[src/rtl/canxm_pkg.sv]
// Purpose: Shared constants and types of the transceiver mode and wake control.
// Assumes: core_clk at 20 MHz; register port with one-cycle read latency.
// Notes: Times are kept in ns; cycle counts derive from them.
package canxm_pkg;
	localparam int unsigned CLK_PERIOD_NS = 50;
	// Enabling settle time after Normal mode is reached (least time, rounded up)
	localparam int unsigned EN_TIME_NS = 50000;
	localparam int unsigned EN_CYC = (EN_TIME_NS + CLK_PERIOD_NS - 1) / CLK_PERIOD_NS;
	// Wake phase filter (least, rounded up) and limit (longest, rounded down)
	localparam int unsigned WAKE_MIN_NS = 500;
	localparam int unsigned WAKE_MIN_CYC = (WAKE_MIN_NS + CLK_PERIOD_NS - 1) / CLK_PERIOD_NS;
	localparam int unsigned WAKE_MAX_NS = 1000000;
	localparam int unsigned WAKE_MAX_CYC = WAKE_MAX_NS / CLK_PERIOD_NS;
	// Transmit dominant time-out (least time, rounded up)
	localparam int unsigned TX_TO_NS = 2000000;
	localparam int unsigned TX_TO_CYC = (TX_TO_NS + CLK_PERIOD_NS - 1) / CLK_PERIOD_NS;

	localparam int unsigned ADDR_W = 8;
	localparam int unsigned DATA_W = 32;
	localparam logic [7:0] REG_MODE = 8'h00;
	localparam logic [7:0] REG_STATE = 8'h04;
	localparam logic [7:0] REG_IRQ_STAT = 8'h08;
	localparam logic [7:0] REG_IRQ_CLR = 8'h0C;
	localparam logic [7:0] REG_IRQ_EN = 8'h10;
	localparam logic [1:0] MODE_RESET = 2'h0;

	// Interrupt status layout
	localparam int unsigned IRQ_W = 2;
	localparam int unsigned IRQ_WAKE_BIT = 0;
	localparam int unsigned IRQ_TXTO_BIT = 1;
	// State register layout
	localparam int unsigned ST_MODE_LSB = 0;
	localparam int unsigned ST_ARMED_BIT = 2;
	localparam int unsigned ST_HOLD_BIT = 3;
	localparam int unsigned ST_EN_DONE_BIT = 4;
	localparam int unsigned ST_TO_BIT = 5;
	localparam int unsigned ST_ACTIVE_BIT = 6;

	typedef enum logic [1:0] {
		MODE_OFF = 2'h0,
		MODE_WAKE = 2'h1,
		MODE_RXONLY = 2'h2,
		MODE_NORMAL = 2'h3
	} canxm_mode_t;

	typedef enum logic [2:0] {
		CHIP_NORMAL = 3'h0,
		CHIP_STOP = 3'h1,
		CHIP_SLEEP = 3'h2,
		CHIP_RESTART = 3'h3,
		CHIP_FAILSAFE = 3'h4
	} canxm_chip_t;

	// Wake filter states, Gray along idle, dominant, recessive, dominant
	typedef enum logic [1:0] {
		WK_IDLE = 2'h0,
		WK_DOM1 = 2'h1,
		WK_REC = 2'h3,
		WK_DOM2 = 2'h2
	} canxm_wk_t;

	typedef struct packed {
		logic [7:0] addr;
		logic [31:0] wdata;
		logic wr;
		logic rd;
	} canxm_bus_t;
endpackage : canxm_pkg

[src/rtl/canxm_ctrl.sv]
// Purpose: Transceiver mode control, transmit enabling, receive signalling and bus wake filter.
// Assumes: All inputs synchronous to core_clk; bus_dominant is the differential receiver verdict.
// Notes: Registers on a plain port; read data appear the cycle after the read strobe.
// Functional notes
// - After reset the transceiver mode is Off and stays so until software writes another mode or chip Fail-Safe is entered.
// - Off can be selected in every chip mode and ignores all bus wake activity.
// - Normal mode comes only from a register write and works only in chip Normal or Stop mode.
// - In Normal mode a low transmit input drives dominant and a high one recessive.
// - A low already present at the end of enabling is not sent; sending starts with the next low.
// - In Normal mode the receive output shows the bus state from the differential receiver.
// - Receive Only mode in chip Normal or Stop keeps reception and never drives the bus.
// - Wake Capable is selectable in Stop, Sleep, Restart, Normal and forced on Fail-Safe entry.
// - A detected wake pattern holds the receive output low until the mode is changed.
// - A wake pattern is dominant, recessive, dominant, each phase between the two wake times.
// - The mode comes from the mode bits and also follows transitions forced by chip mode changes.
// - Wake Capable reads as 01 and still reads so after a wake while receive is held low.
// - Wake detection rearms on re-entering Wake Capable or on chip Stop or Fail-Safe entry.
// - A transmit low past the time-out disables the driver, flags a failure, and recovers on high.
//
// Design decisions made here: the address map and the strobed register port.
module canxm_ctrl #(
	parameter int unsigned WAKE_MAX_CYC = canxm_pkg::WAKE_MAX_CYC,
	parameter int unsigned TX_TO_CYC = canxm_pkg::TX_TO_CYC
) (
	input wire logic core_clk,
	input wire logic nrst,
	input wire canxm_pkg::canxm_bus_t bus_req,
	output logic [31:0] rdata,
	input wire logic [2:0] chip_mode,
	input wire logic tx_serial_in,
	input wire logic bus_dominant,
	output logic rx_out,
	output logic drv_en,
	output logic drv_dominant,
	output logic bias_en,
	output logic irq
);
	localparam int unsigned WK_W = $clog2(WAKE_MAX_CYC + 1);
	localparam int unsigned TO_W = $clog2(TX_TO_CYC + 1);
	localparam int unsigned EN_W = $clog2(canxm_pkg::EN_CYC + 1);

	canxm_pkg::canxm_mode_t mode_q, mode_d, mode_prev_q;
	canxm_pkg::canxm_chip_t chip, chip_prev_q;
	logic [canxm_pkg::IRQ_W-1:0] irq_stat_q, irq_stat_d, irq_en_q, irq_en_d, irq_clr;
	logic [31:0] rdata_d;
	logic irq_d;
	logic chip_ok, active_tx, active_rx, wake_evt, to_evt, rearm;
	logic [EN_W-1:0] en_cnt_q, en_cnt_d;
	logic en_done_q, en_done_d, tx_armed_q, tx_armed_d;
	logic [TO_W-1:0] to_cnt_q, to_cnt_d;
	logic to_active_q, to_active_d;
	logic drv_en_d, drv_dom_d, bias_en_d, rx_d;
	canxm_pkg::canxm_wk_t wk_q, wk_d;
	logic [WK_W-1:0] wk_cnt_q, wk_cnt_d;
	logic wk_armed_q, wk_armed_d, hold_q, hold_d;
	logic ph_ok, ph_over;

	// Chip mode decode and gating of driver and bias
	assign chip = canxm_pkg::canxm_chip_t'(chip_mode);
	assign chip_ok = (chip == canxm_pkg::CHIP_NORMAL) || (chip == canxm_pkg::CHIP_STOP);
	assign active_tx = (mode_q == canxm_pkg::MODE_NORMAL) && chip_ok;
	assign active_rx = ((mode_q == canxm_pkg::MODE_NORMAL) || (mode_q == canxm_pkg::MODE_RXONLY)) && chip_ok;
	assign irq_clr = (bus_req.wr && bus_req.addr == canxm_pkg::REG_IRQ_CLR) ? bus_req.wdata[canxm_pkg::IRQ_W-1:0] : '0;

	// Register file: mode, interrupt status and enable, read data
	always_comb begin
		mode_d = mode_q;
		irq_en_d = irq_en_q;
		rdata_d = 32'h0;
		if (bus_req.wr && bus_req.addr == canxm_pkg::REG_MODE) begin
			mode_d = canxm_pkg::canxm_mode_t'(bus_req.wdata[1:0]);
		end
		if (chip == canxm_pkg::CHIP_FAILSAFE && chip_prev_q != canxm_pkg::CHIP_FAILSAFE) begin
			mode_d = canxm_pkg::MODE_WAKE;
		end
		if (bus_req.wr && bus_req.addr == canxm_pkg::REG_IRQ_EN) begin
			irq_en_d = bus_req.wdata[canxm_pkg::IRQ_W-1:0];
		end
		// Set wins over a clear in the same cycle
		irq_stat_d = irq_stat_q & ~irq_clr;
		irq_stat_d[canxm_pkg::IRQ_WAKE_BIT] = irq_stat_d[canxm_pkg::IRQ_WAKE_BIT] | wake_evt;
		irq_stat_d[canxm_pkg::IRQ_TXTO_BIT] = irq_stat_d[canxm_pkg::IRQ_TXTO_BIT] | to_evt;
		irq_d = |(irq_stat_q & irq_en_q);
		if (bus_req.rd) begin
			case (bus_req.addr)
				canxm_pkg::REG_MODE: rdata_d[1:0] = mode_q;
				canxm_pkg::REG_STATE: begin
					rdata_d[canxm_pkg::ST_MODE_LSB +: 2] = mode_q;
					rdata_d[canxm_pkg::ST_ARMED_BIT] = wk_armed_q;
					rdata_d[canxm_pkg::ST_HOLD_BIT] = hold_q;
					rdata_d[canxm_pkg::ST_EN_DONE_BIT] = en_done_q;
					rdata_d[canxm_pkg::ST_TO_BIT] = to_active_q;
					rdata_d[canxm_pkg::ST_ACTIVE_BIT] = active_tx;
				end
				canxm_pkg::REG_IRQ_STAT: rdata_d[canxm_pkg::IRQ_W-1:0] = irq_stat_q;
				canxm_pkg::REG_IRQ_EN: rdata_d[canxm_pkg::IRQ_W-1:0] = irq_en_q;
				default: rdata_d = 32'h0;
			endcase
		end
	end

	always_ff @(posedge core_clk) begin
		if (!nrst) begin
			mode_q <= canxm_pkg::canxm_mode_t'(canxm_pkg::MODE_RESET);
			chip_prev_q <= canxm_pkg::CHIP_NORMAL;
			irq_stat_q <= '0;
			irq_en_q <= '0;
			rdata <= 32'h0;
			irq <= 1'b0;
		end else begin
			mode_q <= mode_d;
			chip_prev_q <= chip;
			irq_stat_q <= irq_stat_d;
			irq_en_q <= irq_en_d;
			rdata <= rdata_d;
			irq <= irq_d;
		end
	end

	// Transmit enabling, time-out and pin outputs
	always_comb begin
		en_cnt_d = en_cnt_q;
		en_done_d = en_done_q;
		tx_armed_d = tx_armed_q;
		to_cnt_d = to_cnt_q;
		to_active_d = to_active_q;
		to_evt = 1'b0;
		if (!active_tx) begin
			en_cnt_d = '0;
			en_done_d = 1'b0;
			tx_armed_d = 1'b0;
			to_cnt_d = '0;
			to_active_d = 1'b0;
		end else begin
			if (!en_done_q) begin
				en_cnt_d = en_cnt_q + 1'b1;
				en_done_d = (en_cnt_q == EN_W'(canxm_pkg::EN_CYC - 1));
			end
			// A stale low at the end of enabling waits for a high first
			if (en_done_q && tx_serial_in) begin
				tx_armed_d = 1'b1;
			end
			if (tx_serial_in) begin
				to_cnt_d = '0;
				to_active_d = 1'b0;
			end else if (tx_armed_q && !to_active_q) begin
				to_cnt_d = to_cnt_q + 1'b1;
				if (to_cnt_q == TO_W'(TX_TO_CYC - 1)) begin
					to_active_d = 1'b1;
					to_evt = 1'b1;
				end
			end
		end
		// Driver drops in the same cycle as the time-out flag sets
		drv_en_d = active_tx && !to_active_d;
		drv_dom_d = active_tx && en_done_q && tx_armed_q && !to_active_d && !tx_serial_in;
		bias_en_d = active_rx;
		if (hold_q) begin
			rx_d = 1'b0;
		end else if (active_rx) begin
			rx_d = !bus_dominant;
		end else begin
			rx_d = 1'b1;
		end
	end

	always_ff @(posedge core_clk) begin
		if (!nrst) begin
			en_cnt_q <= '0;
			en_done_q <= 1'b0;
			tx_armed_q <= 1'b0;
			to_cnt_q <= '0;
			to_active_q <= 1'b0;
			drv_en <= 1'b0;
			drv_dominant <= 1'b0;
			bias_en <= 1'b0;
			rx_out <= 1'b1;
		end else begin
			en_cnt_q <= en_cnt_d;
			en_done_q <= en_done_d;
			tx_armed_q <= tx_armed_d;
			to_cnt_q <= to_cnt_d;
			to_active_q <= to_active_d;
			drv_en <= drv_en_d;
			drv_dominant <= drv_dom_d;
			bias_en <= bias_en_d;
			rx_out <= rx_d;
		end
	end

	// Wake pattern filter, arming and receive hold
	assign ph_ok = wk_cnt_q > WK_W'(canxm_pkg::WAKE_MIN_CYC);
	assign ph_over = wk_cnt_q >= WK_W'(WAKE_MAX_CYC);
	assign rearm = (mode_q == canxm_pkg::MODE_WAKE && mode_prev_q != canxm_pkg::MODE_WAKE) ||
		(chip != chip_prev_q && (chip == canxm_pkg::CHIP_STOP || chip == canxm_pkg::CHIP_FAILSAFE));

	always_comb begin
		wk_d = wk_q;
		wk_cnt_d = wk_cnt_q + 1'b1;
		wake_evt = 1'b0;
		wk_armed_d = wk_armed_q | rearm;
		hold_d = hold_q && (mode_d == canxm_pkg::MODE_WAKE);
		if (mode_q != canxm_pkg::MODE_WAKE || !wk_armed_q) begin
			wk_d = canxm_pkg::WK_IDLE;
			wk_cnt_d = '0;
		end else if (ph_over) begin
			wk_d = canxm_pkg::WK_IDLE;
			wk_cnt_d = '0;
		end else begin
			case (wk_q)
				canxm_pkg::WK_IDLE: begin
					wk_cnt_d = WK_W'(1);
					if (bus_dominant) begin
						wk_d = canxm_pkg::WK_DOM1;
					end
				end
				canxm_pkg::WK_DOM1: begin
					if (!bus_dominant) begin
						wk_d = ph_ok ? canxm_pkg::WK_REC : canxm_pkg::WK_IDLE;
						wk_cnt_d = WK_W'(1);
					end
				end
				canxm_pkg::WK_REC: begin
					if (bus_dominant) begin
						wk_d = ph_ok ? canxm_pkg::WK_DOM2 : canxm_pkg::WK_DOM1;
						wk_cnt_d = WK_W'(1);
					end
				end
				canxm_pkg::WK_DOM2: begin
					if (!bus_dominant) begin
						wk_d = canxm_pkg::WK_IDLE;
						wk_cnt_d = '0;
						if (ph_ok) begin
							wake_evt = 1'b1;
							wk_armed_d = rearm;
							hold_d = (mode_d == canxm_pkg::MODE_WAKE);
						end
					end
				end
				default: begin
					wk_d = canxm_pkg::WK_IDLE;
					wk_cnt_d = '0;
				end
			endcase
		end
	end

	always_ff @(posedge core_clk) begin
		if (!nrst) begin
			wk_q <= canxm_pkg::WK_IDLE;
			wk_cnt_q <= '0;
			wk_armed_q <= 1'b0;
			hold_q <= 1'b0;
			mode_prev_q <= canxm_pkg::MODE_OFF;
		end else begin
			wk_q <= wk_d;
			wk_cnt_q <= wk_cnt_d;
			wk_armed_q <= wk_armed_d;
			hold_q <= hold_d;
			mode_prev_q <= mode_q;
		end
	end
endmodule : canxm_ctrl

[config.mk]
export PLATFORM = sky130hd
export DESIGN_NAME = canxm_ctrl
export DESIGN_NICKNAME = d
export VERILOG_FILES = /design/src/rtl/canxm_pkg.sv /design/src/rtl/canxm_ctrl.sv
export SDC_FILE = /design/constraint.sdc
export NUM_CORES = 1
export LEC_CHECK = 0
export BUFFER_PORTS_ARGS = -buffer_cell sky130_fd_sc_hd__buf_2
export CORE_UTILIZATION = 30
export DETAILED_ROUTE_END_ITERATION = 7
export GPL_ROUTABILITY_DRIVEN = 0
export PLACE_DENSITY = 0.56
export SYNTH_ARGS = -nofsm -noshare
export SYNTH_HDL_FRONTEND = slang
export SYNTH_SLANG_ARGS = --single-unit
[constraint.sdc]
create_clock -name core_clk -period 3.2 [get_ports core_clk]
set_input_delay 0.64 -clock core_clk [delete_from_list [all_inputs] [get_ports core_clk]]
set_output_delay 0.64 -clock core_clk [all_outputs]
set_load 0.05 [all_outputs]
==> impl_metrics.env <==
export IMPL_status="finished clean"
export IMPL_cts_root_buffer="clkbuf_8"
export IMPL_synth_area_um2=3157
export IMPL_dp_hpwl_mm=4.149
export IMPL_worst_path_max_fanout=5
export IMPL_nNetsFinal=443
export IMPL_worstSkewPairLatency_ns=0.34
export IMPL_antenna_found_initial=0
export IMPL_hold_viol_final=0
export IMPL_register_area_um2=1421
export IMPL_wl_met3_um=234
export IMPL_ys_ff_latch=71
export IMPL_core_um2=10280
export IMPL_initial_core_util_pct=30.72
export IMPL_yosys_area_share_simple_pct=27.03
export IMPL_cp_data_arrival_time_ns=2.46
export IMPL_crit_chain="buf_2 > or4_4 > nor3_1 > nand2_1 > nor3_1 > and2_1"
export IMPL_power_net_switching_uw=422.2
export IMPL_drv_cap=0
export IMPL_n_antenna_cell=0
export IMPL_first_global_vias=2244
export IMPL_synthMuxAreaShare_pct=2.061
export IMPL_combPwrFrac_pct=5.7
export IMPL_synth_top_family_by_area="simple AND/OR/NAND/NOR gates"
export IMPL_postCtsHoldBufs=0
export IMPL_setup_tns_ns=0
export IMPL_drc_errors=0
export IMPL_n_fill_cell=1092
export IMPL_swShare_pct=23.61
export IMPL_slowest_delay_ns=0.54
export IMPL_grt_overflow_total=0
export IMPL_pre_cts_ws_ns=0.6539
export IMPL_path_delay_family="simple AND/OR/NAND/NOR gates"
export IMPL_grt_max_degree=18
export IMPL_dp_cells=515
export IMPL_slew_headroom_pct=49.05
export IMPL_yosysSeqAreaShare_pct=45.03
export IMPL_fin_cells=531
export IMPL_die_w_um=104.6
export IMPL_synth_ff_type="dfxtp_1"
export IMPL_wl_per_cell_um=10.92
export IMPL_highest_layer="met4"
export IMPL_post_cts_buffers=0
export IMPL_syn_inst=357
export IMPL_power_density_nw_per_um2=500.0
export IMPL_finalWorstSetupSlack_ns=1.009
export IMPL_place_area_um2=3353
export IMPL_internal_power_mw=1.366
export IMPL_clock_path_buffers=2
export IMPL_layout_drive_gt1_share_pct=13.92
export IMPL_worstHoldPathType="reg -> reg"
export IMPL_drtPass1Iterations=4
export IMPL_worst_setup_path_end_kind="flip-flop"
export IMPL_ir_worst_vdd_v=0.0003181
export IMPL_die_y_um=104.6
export IMPL_drtIter0Drc=104
export IMPL_grtUsageTotal_pct=11.34
export IMPL_vias_per_cell=4.503
export IMPL_cts_max_level=3
export IMPL_wl_met1_mm=3.002
export IMPL_cpMostUsedCell="nor3_1"
export IMPL_rows=37
export IMPL_synthAdderAreaFrac_pct=1.585
export IMPL_skew_ns=0.01225
export IMPL_crit_buf_inv=1
export IMPL_ios=86
export IMPL_avgSynthCellArea_um2=8.843
export IMPL_cp_slowest_cell="or4_4"
export IMPL_seqPwrFrac_pct=49.8
export IMPL_cts_buffers=9
export IMPL_synth_cell_types=44
export IMPL_num_vias=2391
export IMPL_io_buffers=30
export IMPL_multi_input_area_um2=1585
export IMPL_leakage_nw=1.354
export IMPL_final_setup_viol_count=0
export IMPL_async_flop_share_pct=0
export IMPL_final_max_slew_viol_count=0
export IMPL_period_share_pct=68.47
export IMPL_tritoncts="built"
export IMPL_max_clock_freq_ghz=0.4564
export IMPL_synth_xor_area_share_pct=9.988
export IMPL_postLayoutCellArea_um2=3576
export IMPL_yosysWarnings=0
export IMPL_rsz0062_at_grt="no"
export IMPL_grt_pass1_wl_mm=10.07
export IMPL_ant_nets=0
export IMPL_cp_required_ns=3.47
export IMPL_clk_pin_slew_ns=0.08
export IMPL_synth_edf_count=0
export IMPL_start_kind="input port"
export IMPL_period_minus_slack_ns=2.191
export IMPL_worstMarginPinSlew_ns=0.7585
export IMPL_dieArea_um2=10940
export IMPL_p_clk_share_pct=44.5
export IMPL_wirelength_mm=5.801
export IMPL_area_delta_synth_final_pct=13.28
export IMPL_critPathKind="in -> reg"
export IMPL_synth_compound_area_share_pct=6.579
export IMPL_ctsResizeCount=0
export IMPL_met2WireLength_mm=2.477
export IMPL_cts_sinks=71
worst min-delay path: stages, from the launching register on:
cell     delay, ns
dfxtp_1       0.32
o21ai_0       0.07
a21oi_1       0.06
stage by stage:
step	util, %	power (mW)	hold slack, ns
global route	34.79	1.865	0.5189
floorplan	-	1.015	0.4448
CTS	34.79	1.807	0.4974
detailed placement	32.63	1.013	0.4865
global placement	32.63	1.012	0.4659
finish	34.79	1.788	0.4929
flip-flops by register name, summed over array words and instances (netlist names):
register      count
to_cnt_q         16
wk_cnt_q         15
en_cnt_q         10
rdata             7
chip_prev_q       3
irq_en_q          2
irq_stat_q        2
mode_prev_q       2
mode_q            2
wk_q              2
bias_en           1
drv_dominant      1
drv_en            1
en_done_q         1
hold_q            1
irq               1
rx_out            1
to_active_q       1
tx_armed_q        1
wk_armed_q        1
area by class of cell:
cell class	count	area share, %
clock buffer	11	3.954
clock inverter	5	2.274
multi-input combinational	271	44.33
inverter	7	0.7348
sequential	71	39.75
timing repair buffer	30	4.199
tap	136	4.759
final timing paths:
path                                            endpoint                      from  slack, ns  depth (start not counted)
worst max register to register    wk_cnt_q[9]$_SDFF_PP0_    wk_cnt_q[7]$_SDFF_PP0_       1.11                          5
worst min register to register  en_cnt_q[7]$_SDFFE_PN0N_  en_cnt_q[7]$_SDFFE_PN0N_       0.49                          2
worst min-delay path            en_cnt_q[7]$_SDFFE_PN0N_  en_cnt_q[7]$_SDFFE_PN0N_       0.49                          2
worst max-delay path                 rdata[3]$_SDFF_PN0_               bus_req[35]       1.01                          6
synth_stat cells, types with 4 or more instances:
cell type / number / area share, %
dfxtp_1: 71 / 45
nor2_1: 62 / 7.4
nand2_1: 27 / 3.2
buf_4: 25 / 5.9
xor2_1: 24 / 6.7
nand3_1: 13 / 2.1
nor3_1: 13 / 2.1
xnor2_1: 12 / 3.3
a21oi_1: 9 / 1.4
and2_1: 7 / 1.4
and3_1: 7 / 1.4
clkbuf_1: 7 / 0.83
inv_1: 7 / 0.83
nand4_1: 7 / 1.4
mux2i_1: 5 / 1.6
nand4b_1: 5 / 1.4
nor2b_1: 5 / 0.99
o21ai_0: 5 / 0.79
ha_1: 4 / 1.6
nor4_1: 4 / 0.79
or2_2: 4 / 0.79
layout by cell type (no fill, tap or decap), types with 2 or more instances in the layout:
master and n:
and4_1 3, and2_1 7, dfxtp_1 71, nand4b_1 5, xor2_1 24, nand2_1 27, clkbuf_8 10, nor2b_1 5
a21oi_1 9, or2_2 4, nor4_1 4, o21ai_0 5, bufinv_16 2, inv_1 7, o21a_1 3, xnor2_1 12
nand3_1 13, or3_1 3, o2111a_1 2, nor2_1 62, ha_1 4, nand4_1 7, nand3b_1 3, buf_2 30
mux2i_1 5, conb_1 25, or4_4 2, nor3_1 13, a21boi_0 2, and3_1 7
kinds of logic after synthesis:
family,after synthesis
simple gates,170
flops,71
buf+inv,39
xor+xnor,36
compound gates,30
mux,6
fa+ha+maj,4
other cells,1
power groups by stage:
stage,clock (mW),sequential (mW),combinational [mW]
floorplan,0,0.910,0.105
global placement,0,0.911,0.102
detailed placement,0,0.911,0.102
CTS,0.814,0.890,0.102
global route,0.865,0.891,0.109
finish,0.795,0.890,0.103
per-layer routing:
layer / vias up / track usage (%)
met5: - / 0
met4: 0 / 4.225
met3: 9 / 3.119
met2: 51 / 17.03
met1: 1103 / 15.45
li1: 1228 / -
Note: power is estimated with default switching activity, not from simulation.
